<file path="src/hdl/loopback_regs.svh">
/*
  Register offsets, field positions, reset values and timing counts of the
  per-channel loopback and inband code control registers.
  Assumes a host port with an 8-bit address: bits 7-6 channel, bits 5-0 offset.
*/
`ifndef LOOPBACK_REGS_SVH
`define LOOPBACK_REGS_SVH

// register offsets within one channel window
`define LB_OFS_PATTERN 6'h0A
`define LB_OFS_LOOP_CTRL 6'h0B
`define LB_OFS_CODE_LEN 6'h0C
`define LB_OFS_TX_CODE 6'h0D
`define LB_OFS_ACT_CODE 6'h0E
`define LB_OFS_DEACT_CODE 6'h0F
`define LB_OFS_IRQ_MASK 6'h11

// loopback control fields
`define LB_BIT_DIGITAL 0
`define LB_BIT_ANALOG 1
`define LB_BIT_REMOTE 2
`define LB_BIT_AUTO_REMOTE 3
`define LB_LOOP_CTRL_MASK 8'h0F

// code length fields
`define LB_TX_LEN_LSB 4
`define LB_ACT_LEN_LSB 2
`define LB_DEACT_LEN_LSB 0

// pattern select field and interrupt mask bit
`define LB_PATTERN_LSB 5
`define LB_ACT_IRQ_MASK_BIT 6

// reset values
`define LB_RST_PATTERN 8'h00
`define LB_RST_LOOP_CTRL 8'h00
`define LB_RST_CODE_LEN 8'h01
`define LB_RST_TX_CODE 8'h01
`define LB_RST_ACT_CODE 8'h01
`define LB_RST_DEACT_CODE 8'h09
`define LB_RST_IRQ_MASK 8'h40

// matching bits in a row that count as sustained detection
`define LB_DETECT_HOLD_BITS 48

`endif

</file>
<file path="src/hdl/loopback_pkg.sv">
/*
  Types shared by the loopback control block and its code detector.
  Assumes loopback_regs.svh supplies the numeric constants.
*/
package loopback_pkg;
  typedef logic [1:0] code_len_t;
  typedef logic [7:0] code_t;
  typedef enum logic [1:0] {
    PATTERN_NORMAL = 2'h0,
    PATTERN_ALL_ONES = 2'h1,
    PATTERN_PRBS = 2'h2,
    PATTERN_INBAND = 2'h3
  } pattern_sel_t;
endpackage

</file>
<file path="src/hdl/code_det_if.sv">
/*
  Carrier between the control block and one inband code detector.
  Assumes both ends run on the same clock.
*/
`timescale 1ns/1ps
interface code_det_if;
  import loopback_pkg::*;
  logic bit_en;
  logic rx_bit;
  code_t code;
  code_len_t len;
  logic detected;
  modport det(input bit_en, input rx_bit, input code, input len, output detected);
  modport src(output bit_en, output rx_bit, output code, output len, input detected);
endinterface

</file>
<file path="src/hdl/inband_code_detector.sv">
/*
  Detects a repeating inband code of 5 to 8 bits in a received bit stream.
  Assumes one bit per bit_en pulse, on the system clock.
*/
`timescale 1ns/1ps
module inband_code_detector #(
  parameter int HOLD_BITS = 48
) (
  // clock and reset
  input wire logic i_clk,
  input wire logic i_sys_rst,
  // detector carrier
  code_det_if.det det
);
  import loopback_pkg::*;

  localparam int RUN_W = $clog2(HOLD_BITS + 1);
  localparam logic [RUN_W-1:0] RUN_FULL = RUN_W'(HOLD_BITS);

  generate
    if (HOLD_BITS < 8) begin : g_bad_hold
      $error("HOLD_BITS must cover at least one full code");
    end
  endgenerate

  logic [2:0] phase_reg;
  logic [RUN_W-1:0] run_reg;
  logic detected_reg;
  logic [2:0] last_idx;
  logic [2:0] bit_idx;
  logic expected;

  // code is sent msb of the selected length first
  assign last_idx = 3'(det.len) + 3'h4;
  assign bit_idx = last_idx - phase_reg;
  assign expected = det.code[bit_idx];

  // a mismatch restarts the phase so the run realigns on the next bits
  always_ff @(posedge i_clk or posedge i_sys_rst) begin
    if (i_sys_rst) begin
      phase_reg <= 3'h0;
      run_reg <= '0;
    end else if (det.bit_en) begin
      if (det.rx_bit == expected) begin
        phase_reg <= (phase_reg == last_idx) ? 3'h0 : phase_reg + 3'h1;
        if (run_reg != RUN_FULL) begin
          run_reg <= run_reg + RUN_W'(1);
        end
      end else begin
        phase_reg <= 3'h0;
        run_reg <= '0;
      end
    end
  end

  always_ff @(posedge i_clk or posedge i_sys_rst) begin
    if (i_sys_rst) begin
      detected_reg <= 1'b0;
    end else begin
      detected_reg <= (run_reg == RUN_FULL);
    end
  end

  assign det.detected = detected_reg;
endmodule // inband_code_detector

</file>
<file path="src/hdl/loopback_inband_code_control.sv">
/*
  Four-channel loopback and inband loopback code control: host registers,
  loopback routing, inband code insertion and automatic remote loopback.
  Assumes line pins arrive asynchronously with a bit strobe per channel and
  the system transmit data comes from logic on i_clk, one bit per line strobe.
*/
`timescale 1ns/1ps
`include "loopback_regs.svh"
module loopback_inband_code_control #(
  parameter int CHANNELS = 4,
  parameter int HOLD_BITS = `LB_DETECT_HOLD_BITS
) (
  // clock and reset
  input wire logic i_clk,
  input wire logic i_sys_rst,
  // host control port
  input wire logic [7:0] i_addr,
  input wire logic i_wr_en,
  input wire logic i_rd_en,
  input wire loopback_pkg::code_t i_wdata,
  output loopback_pkg::code_t o_rdata,
  // line side pins
  input wire logic [CHANNELS-1:0] i_line_rx_data,
  input wire logic [CHANNELS-1:0] i_line_bit_en,
  output logic [CHANNELS-1:0] o_line_tx_data,
  // system side
  input wire logic [CHANNELS-1:0] i_sys_tx_data,
  output logic [CHANNELS-1:0] o_sys_rx_data,
  output logic [CHANNELS-1:0] o_sys_bit_en,
  // status
  output logic [CHANNELS-1:0] o_remote_loop_active,
  output logic [CHANNELS-1:0] o_activate_irq
);
  import loopback_pkg::*;

  generate
    if (CHANNELS < 1 || CHANNELS > 4) begin : g_bad_chan
      $error("CHANNELS must be 1 to 4 for a 2-bit channel field");
    end
  endgenerate

  function automatic logic reg_hit(input logic [7:0] addr, input int ch,
                                   input logic [5:0] ofs);
    reg_hit = (addr[7:6] == 2'(ch)) && (addr[5:0] == ofs);
  endfunction

  function automatic logic [2:0] code_last_idx(input code_len_t len);
    code_last_idx = 3'(len) + 3'h4;
  endfunction

  // per-channel register storage
  logic [3:0] loop_ctrl_reg [CHANNELS];
  logic [5:0] code_len_reg [CHANNELS];
  code_t tx_code_reg [CHANNELS];
  code_t act_code_reg [CHANNELS];
  code_t deact_code_reg [CHANNELS];
  pattern_sel_t pattern_reg [CHANNELS];
  logic act_mask_reg [CHANNELS];
  code_t rdata_reg;

  // pin synchronisers and bit strobe edge
  logic [CHANNELS-1:0] rx_sync1_reg;
  logic [CHANNELS-1:0] rx_sync2_reg;
  logic [CHANNELS-1:0] en_sync1_reg;
  logic [CHANNELS-1:0] en_sync2_reg;
  logic [CHANNELS-1:0] en_sync3_reg;
  logic [CHANNELS-1:0] bit_strobe;

  always_ff @(posedge i_clk or posedge i_sys_rst) begin
    if (i_sys_rst) begin
      rx_sync1_reg <= '0;
      rx_sync2_reg <= '0;
      en_sync1_reg <= '0;
      en_sync2_reg <= '0;
      en_sync3_reg <= '0;
    end else begin
      rx_sync1_reg <= i_line_rx_data;
      rx_sync2_reg <= rx_sync1_reg;
      en_sync1_reg <= i_line_bit_en;
      en_sync2_reg <= en_sync1_reg;
      en_sync3_reg <= en_sync2_reg;
    end
  end

  assign bit_strobe = en_sync2_reg & ~en_sync3_reg;

  // host writes
  genvar gc;
  generate
    for (gc = 0; gc < CHANNELS; gc++) begin : g_regs
      always_ff @(posedge i_clk or posedge i_sys_rst) begin
        if (i_sys_rst) begin
          loop_ctrl_reg[gc] <= 4'(`LB_RST_LOOP_CTRL);
          code_len_reg[gc] <= 6'(`LB_RST_CODE_LEN);
          tx_code_reg[gc] <= `LB_RST_TX_CODE;
          act_code_reg[gc] <= `LB_RST_ACT_CODE;
          deact_code_reg[gc] <= `LB_RST_DEACT_CODE;
          pattern_reg[gc] <= PATTERN_NORMAL;
          act_mask_reg[gc] <= 1'(`LB_RST_IRQ_MASK >> `LB_ACT_IRQ_MASK_BIT);
        end else if (i_wr_en) begin
          if (reg_hit(i_addr, gc, `LB_OFS_LOOP_CTRL)) begin
            loop_ctrl_reg[gc] <= i_wdata[3:0];
          end
          if (reg_hit(i_addr, gc, `LB_OFS_CODE_LEN)) begin
            code_len_reg[gc] <= i_wdata[5:0];
          end
          if (reg_hit(i_addr, gc, `LB_OFS_TX_CODE)) begin
            tx_code_reg[gc] <= i_wdata;
          end
          if (reg_hit(i_addr, gc, `LB_OFS_ACT_CODE)) begin
            act_code_reg[gc] <= i_wdata;
          end
          if (reg_hit(i_addr, gc, `LB_OFS_DEACT_CODE)) begin
            deact_code_reg[gc] <= i_wdata;
          end
          if (reg_hit(i_addr, gc, `LB_OFS_PATTERN)) begin
            pattern_reg[gc] <= pattern_sel_t'(i_wdata[`LB_PATTERN_LSB +: 2]);
          end
          if (reg_hit(i_addr, gc, `LB_OFS_IRQ_MASK)) begin
            act_mask_reg[gc] <= i_wdata[`LB_ACT_IRQ_MASK_BIT];
          end
        end
      end
    end
  endgenerate

  // host reads, registered; unmapped offsets read zero
  always_ff @(posedge i_clk or posedge i_sys_rst) begin
    if (i_sys_rst) begin
      rdata_reg <= 8'h00;
    end else if (i_rd_en) begin
      rdata_reg <= 8'h00;
      for (int c = 0; c < CHANNELS; c++) begin
        if (reg_hit(i_addr, c, `LB_OFS_LOOP_CTRL)) begin
          rdata_reg <= {4'h0, loop_ctrl_reg[c]};
        end
        if (reg_hit(i_addr, c, `LB_OFS_CODE_LEN)) begin
          rdata_reg <= {2'h0, code_len_reg[c]};
        end
        if (reg_hit(i_addr, c, `LB_OFS_TX_CODE)) begin
          rdata_reg <= tx_code_reg[c];
        end
        if (reg_hit(i_addr, c, `LB_OFS_ACT_CODE)) begin
          rdata_reg <= act_code_reg[c];
        end
        if (reg_hit(i_addr, c, `LB_OFS_DEACT_CODE)) begin
          rdata_reg <= deact_code_reg[c];
        end
        if (reg_hit(i_addr, c, `LB_OFS_PATTERN)) begin
          rdata_reg <= {1'h0, pattern_reg[c], 5'h00};
        end
        if (reg_hit(i_addr, c, `LB_OFS_IRQ_MASK)) begin
          rdata_reg <= {1'h0, act_mask_reg[c], 6'h00};
        end
      end
    end
  end

  assign o_rdata = rdata_reg;

  // per-channel datapath
  logic [CHANNELS-1:0] line_tx_reg;
  logic [CHANNELS-1:0] sys_rx_reg;
  logic [CHANNELS-1:0] sys_bit_en_reg;
  logic [CHANNELS-1:0] auto_loop_reg;
  logic [CHANNELS-1:0] remote_reg;
  logic [CHANNELS-1:0] irq_reg;

  generate
    for (gc = 0; gc < CHANNELS; gc++) begin : g_chan
      code_det_if act_if();
      code_det_if deact_if();
      logic [2:0] tx_phase_reg;
      logic [2:0] tx_last;
      logic tx_code_bit;
      logic line_rx_eff;
      logic remote_on;
      logic dig_on;
      logic ana_on;
      logic auto_on;

      assign dig_on = loop_ctrl_reg[gc][`LB_BIT_DIGITAL];
      assign ana_on = loop_ctrl_reg[gc][`LB_BIT_ANALOG];
      assign auto_on = loop_ctrl_reg[gc][`LB_BIT_AUTO_REMOTE];
      assign remote_on = loop_ctrl_reg[gc][`LB_BIT_REMOTE] | auto_loop_reg[gc];
      assign line_rx_eff = ana_on ? line_tx_reg[gc] : rx_sync2_reg[gc];

      // transmit code generator, msb of selected length first
      assign tx_last = code_last_idx(code_len_reg[gc][`LB_TX_LEN_LSB +: 2]);
      assign tx_code_bit = tx_code_reg[gc][3'(tx_last - tx_phase_reg)];

      always_ff @(posedge i_clk or posedge i_sys_rst) begin
        if (i_sys_rst) begin
          tx_phase_reg <= 3'h0;
        end else if (pattern_reg[gc] != PATTERN_INBAND) begin
          tx_phase_reg <= 3'h0;
        end else if (bit_strobe[gc]) begin
          tx_phase_reg <= (tx_phase_reg >= tx_last) ? 3'h0 : tx_phase_reg + 3'h1;
        end
      end

      // line transmit: remote loop wins over pattern insertion
      always_ff @(posedge i_clk or posedge i_sys_rst) begin
        if (i_sys_rst) begin
          line_tx_reg[gc] <= 1'b0;
        end else if (bit_strobe[gc]) begin
          if (remote_on) begin
            line_tx_reg[gc] <= rx_sync2_reg[gc];
          end else if (pattern_reg[gc] == PATTERN_INBAND) begin
            line_tx_reg[gc] <= tx_code_bit;
          end else begin
            line_tx_reg[gc] <= i_sys_tx_data[gc];
          end
        end
      end

      // system receive
      always_ff @(posedge i_clk or posedge i_sys_rst) begin
        if (i_sys_rst) begin
          sys_rx_reg[gc] <= 1'b0;
          sys_bit_en_reg[gc] <= 1'b0;
        end else begin
          sys_bit_en_reg[gc] <= bit_strobe[gc];
          if (bit_strobe[gc]) begin
            sys_rx_reg[gc] <= dig_on ? i_sys_tx_data[gc] : line_rx_eff;
          end
        end
      end

      // inband code detectors on the received line data
      assign act_if.bit_en = bit_strobe[gc];
      assign act_if.rx_bit = line_rx_eff;
      assign act_if.code = act_code_reg[gc];
      assign act_if.len = code_len_reg[gc][`LB_ACT_LEN_LSB +: 2];
      assign deact_if.bit_en = bit_strobe[gc];
      assign deact_if.rx_bit = line_rx_eff;
      assign deact_if.code = deact_code_reg[gc];
      assign deact_if.len = code_len_reg[gc][`LB_DEACT_LEN_LSB +: 2];

      inband_code_detector #(
        .HOLD_BITS(HOLD_BITS)
      ) u_act_det (
        .i_clk(i_clk),
        .i_sys_rst(i_sys_rst),
        .det(act_if)
      );

      inband_code_detector #(
        .HOLD_BITS(HOLD_BITS)
      ) u_deact_det (
        .i_clk(i_clk),
        .i_sys_rst(i_sys_rst),
        .det(deact_if)
      );

      // automatic remote loop; deactivate wins if both codes are seen
      always_ff @(posedge i_clk or posedge i_sys_rst) begin
        if (i_sys_rst) begin
          auto_loop_reg[gc] <= 1'b0;
        end else if (!auto_on) begin
          auto_loop_reg[gc] <= 1'b0;
        end else if (deact_if.detected) begin
          auto_loop_reg[gc] <= 1'b0;
        end else if (act_if.detected) begin
          auto_loop_reg[gc] <= 1'b1;
        end
      end

      always_ff @(posedge i_clk or posedge i_sys_rst) begin
        if (i_sys_rst) begin
          remote_reg[gc] <= 1'b0;
          irq_reg[gc] <= 1'b0;
        end else begin
          remote_reg[gc] <= remote_on;
          irq_reg[gc] <= act_if.detected & ~act_mask_reg[gc];
        end
      end
    end
  endgenerate

  assign o_line_tx_data = line_tx_reg;
  assign o_sys_rx_data = sys_rx_reg;
  assign o_sys_bit_en = sys_bit_en_reg;
  assign o_remote_loop_active = remote_reg;
  assign o_activate_irq = irq_reg;
endmodule // loopback_inband_code_control

</file>
<file path="config.mk">
export PLATFORM = sky130hd
export DESIGN_NAME = loopback_inband_code_control
export DESIGN_NICKNAME = d
export VERILOG_FILES = /design/src/hdl/loopback_pkg.sv /design/src/hdl/code_det_if.sv /design/src/hdl/inband_code_detector.sv /design/src/hdl/loopback_inband_code_control.sv
export VERILOG_INCLUDE_DIRS = /design/src /design/src/hdl
export SDC_FILE = /design/constraint.sdc
export NUM_CORES = 1
export LEC_CHECK = 0
export BUFFER_PORTS_ARGS = -buffer_cell sky130_fd_sc_hd__buf_2
export CORE_MARGIN = 2
export CORE_UTILIZATION = 55
export DETAILED_ROUTE_END_ITERATION = 16
export GPL_TIMING_DRIVEN = 0
export PLACE_DENSITY = 0.73
export RECOVER_POWER = 50
export SLEW_MARGIN = 20
export SYNTH_ARGS = -nofsm -noshare
export SYNTH_HDL_FRONTEND = slang
export SYNTH_SLANG_ARGS = --single-unit
</file>
<file path="constraint.sdc">
create_clock -name i_clk -period 7.9 [get_ports i_clk]
set_input_delay 0.395 -clock i_clk [delete_from_list [all_inputs] [get_ports i_clk]]
set_output_delay 0.395 -clock i_clk [all_outputs]
set_load 0.02 [all_outputs]
</file>
=== Yosys cells after proc, flatten, opt, wreduce, memory -nomap -nowiden ===
Index checks and enable logic that the tools add are counted.

* Register bits after elaboration: 292
* Input port bits: 32
* Output and inout bits: 28
* Word-level logic and storage cells: 415

* Add/subtract/negate cells: 44
* Order comparisons: 16
* Equal/unequal tests: 62
* Multiplexer cells: 124
* Bitwise gates (word level): 14
* Reduce and logical (&&, ||, !) cells: 69

{| class="wikitable"
|+ Operators with widths
! cell !! number
|-
| 8-bit two-way mux || 27
|-
| 6-bit two-way mux || 16
|-
| 3-bit two-way mux || 28
|-
| 2-bit AND reduction || 36
|-
| 6-bit by 1-bit adder with 6-bit output, second input constant || 8
|-
| 6-bit equality test, second input constant || 8
|-
| 3-bit by 4-bit < comparator with 1-bit output, second input constant || 12
|-
| 6-bit != test, second input constant || 8
|-
| 1-bit two-way mux || 40
|-
| 2-bit by 3-bit adder with 3-bit output, second input constant || 12
|-
| 3-bit by 1-bit adder with 3-bit output, second input constant || 12
|-
| 1-bit binary-select mux with 3-bit select || 12
|-
| 6-bit by 4-bit equality test with 1-bit output, second input constant || 6
|-
| 3-bit subtractor || 12
|-
| 1-bit logical AND || 28
|-
| 3-bit equality test || 8
|-
| 2-bit != test, second input constant || 12
|-
| 2-bit equality test, second input constant || 6
|-
| 3-bit greater-or-equal comparator || 4
|-
| 3-bit by 1-bit != test with 1-bit output, second input constant || 4
|-
| 1-bit equality test || 8
|-
| 2-bit nonzero test || 4
|-
| 6-bit by 5-bit equality test with 1-bit output, second input constant || 1
|-
| 1-bit bitwise AND || 4
|-
| 7 further kinds || 13
|}

=== Depth between registers and ports, before layout ===
Gate-level depths: netlist of run 1.

* Depth after elaboration: 30
* Depth in mapped cells: 10

=== Modules after synthesis ===
A second synthesis of run 1 with hierarchy kept.

* Cell total of the unflattened synthesis: 1427
* Area total of the unflattened synthesis: 15788.9 um^2

{| class="wikitable"
|+ Modules (own cells, without submodules)
! module !! instances !! cells an instance !! area each (um^2) !! sequential area each (um^2)
|-
| loopback_inband_code_control || 1 || 898 || 10359.9 || 5335.1
|-
| inband_code_detector (g_chan[1].u_deact_det ...) || 5 || 65 || 685.7 || 250.2
|-
| inband_code_detector (g_chan[0].u_act_det ...) || 3 || 68 || 666.9 || 250.2
|}

=== Worst setup path after synthesis of run 1 ===
Ideal clock, no wire load.

* Path kind: register to register
* Start point: register code_len_reg[0] (netlist name)
* End point: register g_chan[3].u_deact_det.run_reg[1]
* Arrival: 2.442 ns
* Required time: 7.804 ns
* Path slack: 5.362 ns
* Stages on the path, launching flop included: 10
* Path buffers: 0
* Clock period less this slack: 2.538 ns
* Path through: dfstp_2 -> inv_1 -> ha_1 -> inv_1 -> fa_1 -> mux4_2 -> mux2i_1 -> xnor2_1 -> nor2_1 -> o31ai_1

* Longest elaborated chain between the ends: 7
* Elaborated cells between the ends (all ways): 8

{| class="wikitable"
|+ RTL lines
! what !! RTL line !! source
|-
| start, declared || loopback_inband_code_control.sv:53 || <nowiki>logic [5:0] code_len_reg [CHANNELS];</nowiki>
|-
| start signal, assigned by index || loopback_inband_code_control.sv:94 || <nowiki>code_len_reg[gc] <= 6'(`LB_RST_CODE_LEN);</nowiki>
|-
| start signal, assigned by index || loopback_inband_code_control.sv:105 || <nowiki>code_len_reg[gc] <= i_wdata[5:0];</nowiki>
|-
| 2-bit by 3-bit adder with 3-bit output * || inband_code_detector.sv:34 || <nowiki>assign last_idx = 3'(det.len) + 3'h4;</nowiki>
|-
| 3-bit subtractor * || inband_code_detector.sv:35 || <nowiki>assign bit_idx = last_idx - phase_reg;</nowiki>
|-
| 1-bit binary-select mux with 3-bit select * || inband_code_detector.sv:36 || <nowiki>assign expected = det.code[bit_idx];</nowiki>
|-
| 1-bit two-way mux (not written as such) * || inband_code_detector.sv:36 ||
|-
| 1-bit equality test * || inband_code_detector.sv:44 || <nowiki>if (det.rx_bit == expected) begin</nowiki>
|-
| 2-bit != test (no line) || n/a ||
|-
| 2-bit AND reduction (no line) || n/a ||
|-
| end signal, assigned || inband_code_detector.sv:47 || <nowiki>run_reg <= run_reg + RUN_W'(1);</nowiki>
|-
| end, declared || inband_code_detector.sv:27 || <nowiki>logic [RUN_W-1:0] run_reg;</nowiki>
|}

Every way passes the cells marked *; elsewhere a longest branch is shown, timed or not. The select of a mux whose other input is x is not followed.
A chain may end at the register's enable or synchronous reset.

==> flow_metrics.tcl, run 1 <==
set metrics [dict create \
    antenna_found_initial 0 \
    leakage_uw 0.007801 \
    post_drt_wl_per_cell_um 23.76 \
    fp.dieH_um 171.9 \
    switchingPower_uw 1200 \
    rsz0062_at_grt "false" \
    violations "capacitance limit, slew limit" \
    p_comb_share_pct 18.3 \
    avgSynthCellArea_sq_um 11.06 \
    drt-pass1-iter-count 6 \
    fin_crit_sh_pct 57.75 \
    ys_ff_latch 292 \
    worstSetupEndpointType "async pin" \
    overflow 0 \
    synth_top_area_share_pct 43.27 \
    drive_gt1_share_pct 20.65 \
    cts_tree "built" \
    synth_most_common_cell "dfrtp_1" \
    rows 61 \
    grt_pass1_vias 11750 \
    synth_cell_types 75 \
    fin_worst_skew_ns 0.01866 \
    num_vias 11930 \
    slew_headroom_pct -14.43 \
    die_w_um 171.9 \
    ys_seq_area_share_pct 47.34 \
    start_util_pct 55.79 \
    clockPowerShare_pct 38.3 \
    use_met3_pct 5.676 \
    post-dp-hpwl_mm 33.07 \
    critPathLaunch "i_sys_rst" \
    hold_viol 0 \
    gr-usage-met1_pct 44.53 \
    nNetsFinal 1601 \
    synth-edff-count 0 \
    drcViolationCount 0 \
    max_freq_mhz 219.2 \
    cts_hold_buffers 8 \
    drv_cap 3 \
    grtUsageMet2_pct 49.89 \
    htree_levels 2 \
    tightest_slew_ns 1.716 \
    path_clk_slew_ns 0.06 \
    worst-setup-path-type "input port to async pin" \
    wl_mm 45.33 \
    worstPathArrival_ns 4.96 \
    dieArea_sq_um 29540 \
    setup_viol 0 \
    cts_max_path_buffers 3 \
    ant_nets 0 \
    viasPerCell 6.253 \
    ys.flop_type "dfrtp_1" \
    track_usage_pct 31.45 \
    area_growth_pct 13.18 \
    cp.required_ns 8.29 \
    grt.busiest_layer "met2" \
    worstPathMaxFanout 31 \
    grt_pass1_wl_mm 69.62 \
    swShare_pct 28.59 \
    pin_count 60 \
    synth_area_leaders "dfrtp_1 (43%), mux2_2 (11%), ha_1 (4.2%)" \
    antennaDiodeCount 0 \
    yosysTopAreaCell "dfrtp_1" \
    power_uw 4196 \
    min_period_ns 4.562 \
    worstReg2RegStart "code_len_reg[6]" \
    dr.first_iter.drc_count 1089 \
    ys.warnings.count 0 \
    setup_tns_ns 0 \
    p_int_uw 2996 \
    finalWeightedCongestion 1.110 \
    drv_slew 91 \
    syn_area_sq_um 15500 \
    ctsResizeCount 0 \
    ir_worst_vdd_v 0.0002007 \
    syn_inst 1401 \
    clk_latency_ns 0.51 \
    hold_path.startpoint "i_wdata[7]" \
    io_buffers 49 \
    coreArea_sq_um 27780 \
    cts_root_buf "clkbuf_16" \
    critPathLaunchType "input port" \
    async_reset_ff_share_pct 100.0 \
    hold_class "input port to register" \
    synth_common_cells "dfrtp_1 (268), mux2_2 (146), nor2_1 (120)" \
    cts_inserted_buffers 34 \
    clock-sinks 292 \
    grt_max_degree 34 \
    status "finished with violations" \
    postCtsSetupBuffers 0 \
    p_seq_share_pct 43.5 \
    syn-num-nets 1497 \
    power_density_nw_per_um2 239.2 \
]
[layer usage]
layer,wire length [um],vias up
li1,-,5289
met1,19320,6011
met2,20810,510
met3,3698,120
met4,1502,0
met5,0,-
[final timing paths]
kind	endpoint	slack [ns]	cells past startpoint
setup / recovery	g_chan[1].tx_phase_reg[0]	3.34	7
hold / removal	g_chan[1].act_if.code[7]	0.17	2
setup reg to reg	g_chan[2].u_deact_det.run_reg[1]	4.99	9
hold reg to reg	rx_sync2_reg[2]	0.34	0
max in group i_clk	o_rdata[1]	4.79	8
min in group asynchronous	o_sys_bit_en[2]	0.27	3
[cell usage in the layout (no fill, tap or decap), types with 9 or more instances in the layout]
cell type      instances
o31ai_1               16
nor3_1                22
xnor2_1               35
mux2_2               146
buf_2                 32
xor2_1                16
mux4_2                26
dfstp_2               20
nand2_1              101
clkbuf_16             35
a21oi_1               59
fa_1                  12
a21o_1                12
clkbuf_1              78
o211ai_1              10
nor2b_1                9
mux2i_1               33
inv_1                 62
dfrtp_1              268
nand3_1               56
a22o_1                10
nand2b_1              10
nand4_1               18
ha_1                  52
nor2_1               120
dlygate4sd3_1         10
a22oi_1               12
o21ai_0               72
[metrics by stage]
step                area (sq um)  setup slack (ns)  cells  util, %  hold WS [ns]
floorplan                  15500             3.649   1401        -        0.3312
global placement           16220             1.955   1828    58.39        0.3321
detailed placement         16430             5.002   1838    59.15        0.2741
CTS                        17660             4.974   1907    63.56      0.002033
global route               17540             2.421   1908    63.14        0.1624
finish                     17540             3.338   1908    63.14        0.1719
[power by group through the flow]
stage	clock network (uW)	logic, uW	registers [uW]
4_1_cts	1630	776	1820
3_5_place_dp	0	769	1840
2_1_floorplan	0	579	1810
6_report	1610	767	1820
5_1_grt	1690	861	1850
3_3_place_gp	0	728	1840
[final cells by class]
| class | count | area [sq um] |
|---|---|---|
| Fill cell | 2288 | 10240 |
| Multi-Input combinational cell | 984 | 7599 |
| Sequential cell | 292 | 7337 |
| Clock buffer | 49 | 978.4 |
| Tap cell | 378 | 473.0 |
| Timing Repair Buffer | 68 | 435.4 |
| Buffer | 62 | 315.3 |
| Inverter | 63 | 237.7 |
| Clock inverter | 12 | 166.4 |
[critical path, stage by stage]
cell and delay (ns):
dlygate4sd3_1 0.52, buf_2 0.12, clkinvlp_2 0.07, clkbuf_1 1.20, clkbuf_1 1.32, buf_12 0.29
clkbuf_1 1.00
[kinds of logic (layout without fill, tap and decap cells)]
logic type,after synthesis,in the layout,synth area share (%)
AO/OA/AOI/OAI,276,276,11.73
XOR/XNOR,51,51,2.882
adder cells (fa/ha/maj),64,64,5.748
buffers and inverters,125,254,3.665
flip-flops,292,292,47.34
multiplexers,205,205,16.52
AND/OR/NAND/NOR,388,388,12.12
No activity file was read; power rests on OpenSTA's default activity.
==> inputs of run 2 (changes only) <==
--- a/config.mk
+++ b/config.mk
@@ -11,7 +11,7 @@
 export CORE_UTILIZATION = 55
 export DETAILED_ROUTE_END_ITERATION = 16
 export GPL_TIMING_DRIVEN = 0
-export PLACE_DENSITY = 0.73
+export PLACE_DENSITY = 0.7
 export RECOVER_POWER = 50
 export SLEW_MARGIN = 20
 export SYNTH_ARGS = -nofsm -noshare
==> constraint.sdc (replaced) <==
create_clock -name i_clk -period 4.65 [get_ports i_clk]
set_input_delay 0.2325 -clock i_clk [delete_from_list [all_inputs] [get_ports i_clk]]
set_output_delay 0.2325 -clock i_clk [all_outputs]
set_load 0.02 [all_outputs]
==> flow_metrics.tcl, run 2 (same netlist as run 1, synthesis figures left out) <==
set metrics [dict create \
    fin_crit_sh_pct 63.57 \
    dieArea_sq_um 29540 \
    overflow 0 \
    worstPathMaxFanout 7 \
    rr_worst_depth 9 \
    num_vias 11880 \
    setup_viol 0 \
    fp.dieH_um 171.9 \
    rrSetupSlack_ns 1.69 \
    rsz0062_at_grt "false" \
    drv_slew 63 \
    cts_inserted_buffers 31 \
    fin_worst_skew_ns 0.01557 \
    postCtsSetupBuffers 0 \
    nNetsFinal 1602 \
    clock-sinks 292 \
    layout_common_cells "dfrtp_1 (268), mux2_2 (146), nor2_1 (120)" \
    rows 61 \
    drive_gt1_share_pct 21.95 \
    grt_pass1_vias 11980 \
    finalWeightedCongestion 1.057 \
    post-dp-hpwl_mm 34.20 \
    grt_max_degree 35 \
    clk_latency_ns 0.58 \
    cp.required_ns 5.14 \
    viasPerCell 6.223 \
    max_freq_mhz 338.3 \
    finalWorstSetupSlack_ns 1.694 \
    tightest_slew_ns 1.843 \
    critPathLaunchType "register" \
    track_usage_pct 32.56 \
    io_buffers 49 \
    drcViolationCount 0 \
    coreArea_sq_um 27780 \
    hold_path.startpoint "i_rd_en" \
    setup_tns_ns 0 \
    slew_headroom_pct -22.89 \
    worstPathArrival_ns 3.44 \
    ir_worst_vdd_v 0.0003290 \
    start_util_pct 55.79 \
    htree_levels 1 \
    area_growth_pct 13.44 \
    post_drt_wl_per_cell_um 24.40 \
    cts_tree "built" \
    ctsResizeCount 0 \
    ant_nets 0 \
    final_common_cell "dfrtp_1" \
    cts_root_buf "clkbuf_16" \
    drv_cap 2 \
    hold-path-endpoint "o_rdata[1]" \
    min_path_cells 3 \
    status "finished with violations" \
    wl_mm 46.58 \
    violations "capacitance limit, slew limit" \
    die_w_um 171.9 \
    antennaDiodeCount 0 \
    nFillCells 2269 \
    cts_max_path_buffers 3 \
    dp_worst_setup_slack_ns 1.676 \
    path_clk_slew_ns 0.06 \
    power_density_nw_per_um2 399.3 \
    drt-pass1-iter-count 5 \
    hold_viol 0 \
    r2r_end "g_chan[2].u_deact_det.run_reg[1]" \
    worstSetupEndpointType "register" \
    grt_pass1_wl_mm 71.77 \
    worst-setup-path-type "register to register" \
    dr.first_iter.drc_count 1004 \
    leakage_uw 0.007883 \
    min_period_ns 2.956 \
    worstReg2RegStart "code_len_reg[6]" \
    pin_count 60 \
    hold_class "input port to register" \
    antenna_found_initial 0 \
]
-- run 2: timing repair --
item	CTS	global route
setup endpoints to repair	0	0
hold buffers	14	0
hold endpoints to repair	82	0
-- run 2: cell type report --
cell class,instances,area (sq um),area share (%)
repair buffers,72,525.5,2.989
plain buffers,62,324.1,1.843
flip-flops and latches,292,7337,41.73
inverters,63,237.7,1.352
clock inverters,15,186.4,1.060
clock buffers,43,890.9,5.067
well taps,378,473.0,2.690
multi-input cells,984,7607,43.27
-- run 2: how the worst max path moves through the flow --
stage                    start                               end  slack (ns)  depth (start not counted)
6_report       code_len_reg[6]  g_chan[2].u_deact_det.run_reg[1]        1.69                          9
5_1_grt              i_sys_rst        g_chan[3].deact_if.code[0]        1.36                          7
4_1_cts        code_len_reg[6]  g_chan[2].u_deact_det.run_reg[1]        1.69                          9
3_5_place_dp   code_len_reg[6]  g_chan[2].u_deact_det.run_reg[1]        1.68                          9
3_3_place_gp         i_sys_rst    g_chan[3].u_act_det.run_reg[5]       -1.14                          2
2_1_floorplan        i_sys_rst                  auto_loop_reg[0]        0.56                          1
-- run 2: worst max-delay path, cell delays in order, from the launching register on --
cell and delay [ns]:
dfstp_2 0.54, inv_1 0.05, ha_1 0.19, inv_1 0.06
fa_1 0.48, mux4_2 0.45, mux2i_1 0.28, xnor2_1 0.33
nor2_1 0.21, o31ai_1 0.27
-- run 2: where the power goes --
group          leakage [uW]  internal (uW)  switching, uW
clock network      0.000539           1560           1040
registers           0.00386           2810            283
logic               0.00349            598            727
-- run 2: per-stage QoR --
step                      utilization (%)  instance area (sq um)  std cells  hold WS [ns]  total power, uW
final                               63.29                  17580       1909        0.1723             7021
after global routing                63.29                  17580       1909        0.1662             7366
after CTS                           63.49                  17640       1909        0.1344             7070
after detailed placement            59.11                  16420       1837        0.2442             4447
after global placement              58.39                  16220       1828        0.3320             4367
after floorplan                         -                  15500       1401        0.2639             4055
-- run 2: layer usage --
layer	track usage, %	vias up	wire length [um]
met5	0	-	0
met2	52.84	457	21760
li1	-	5300	-
met4	14.10	0	2107
met1	43.31	5969	19460
met3	5.722	153	3251
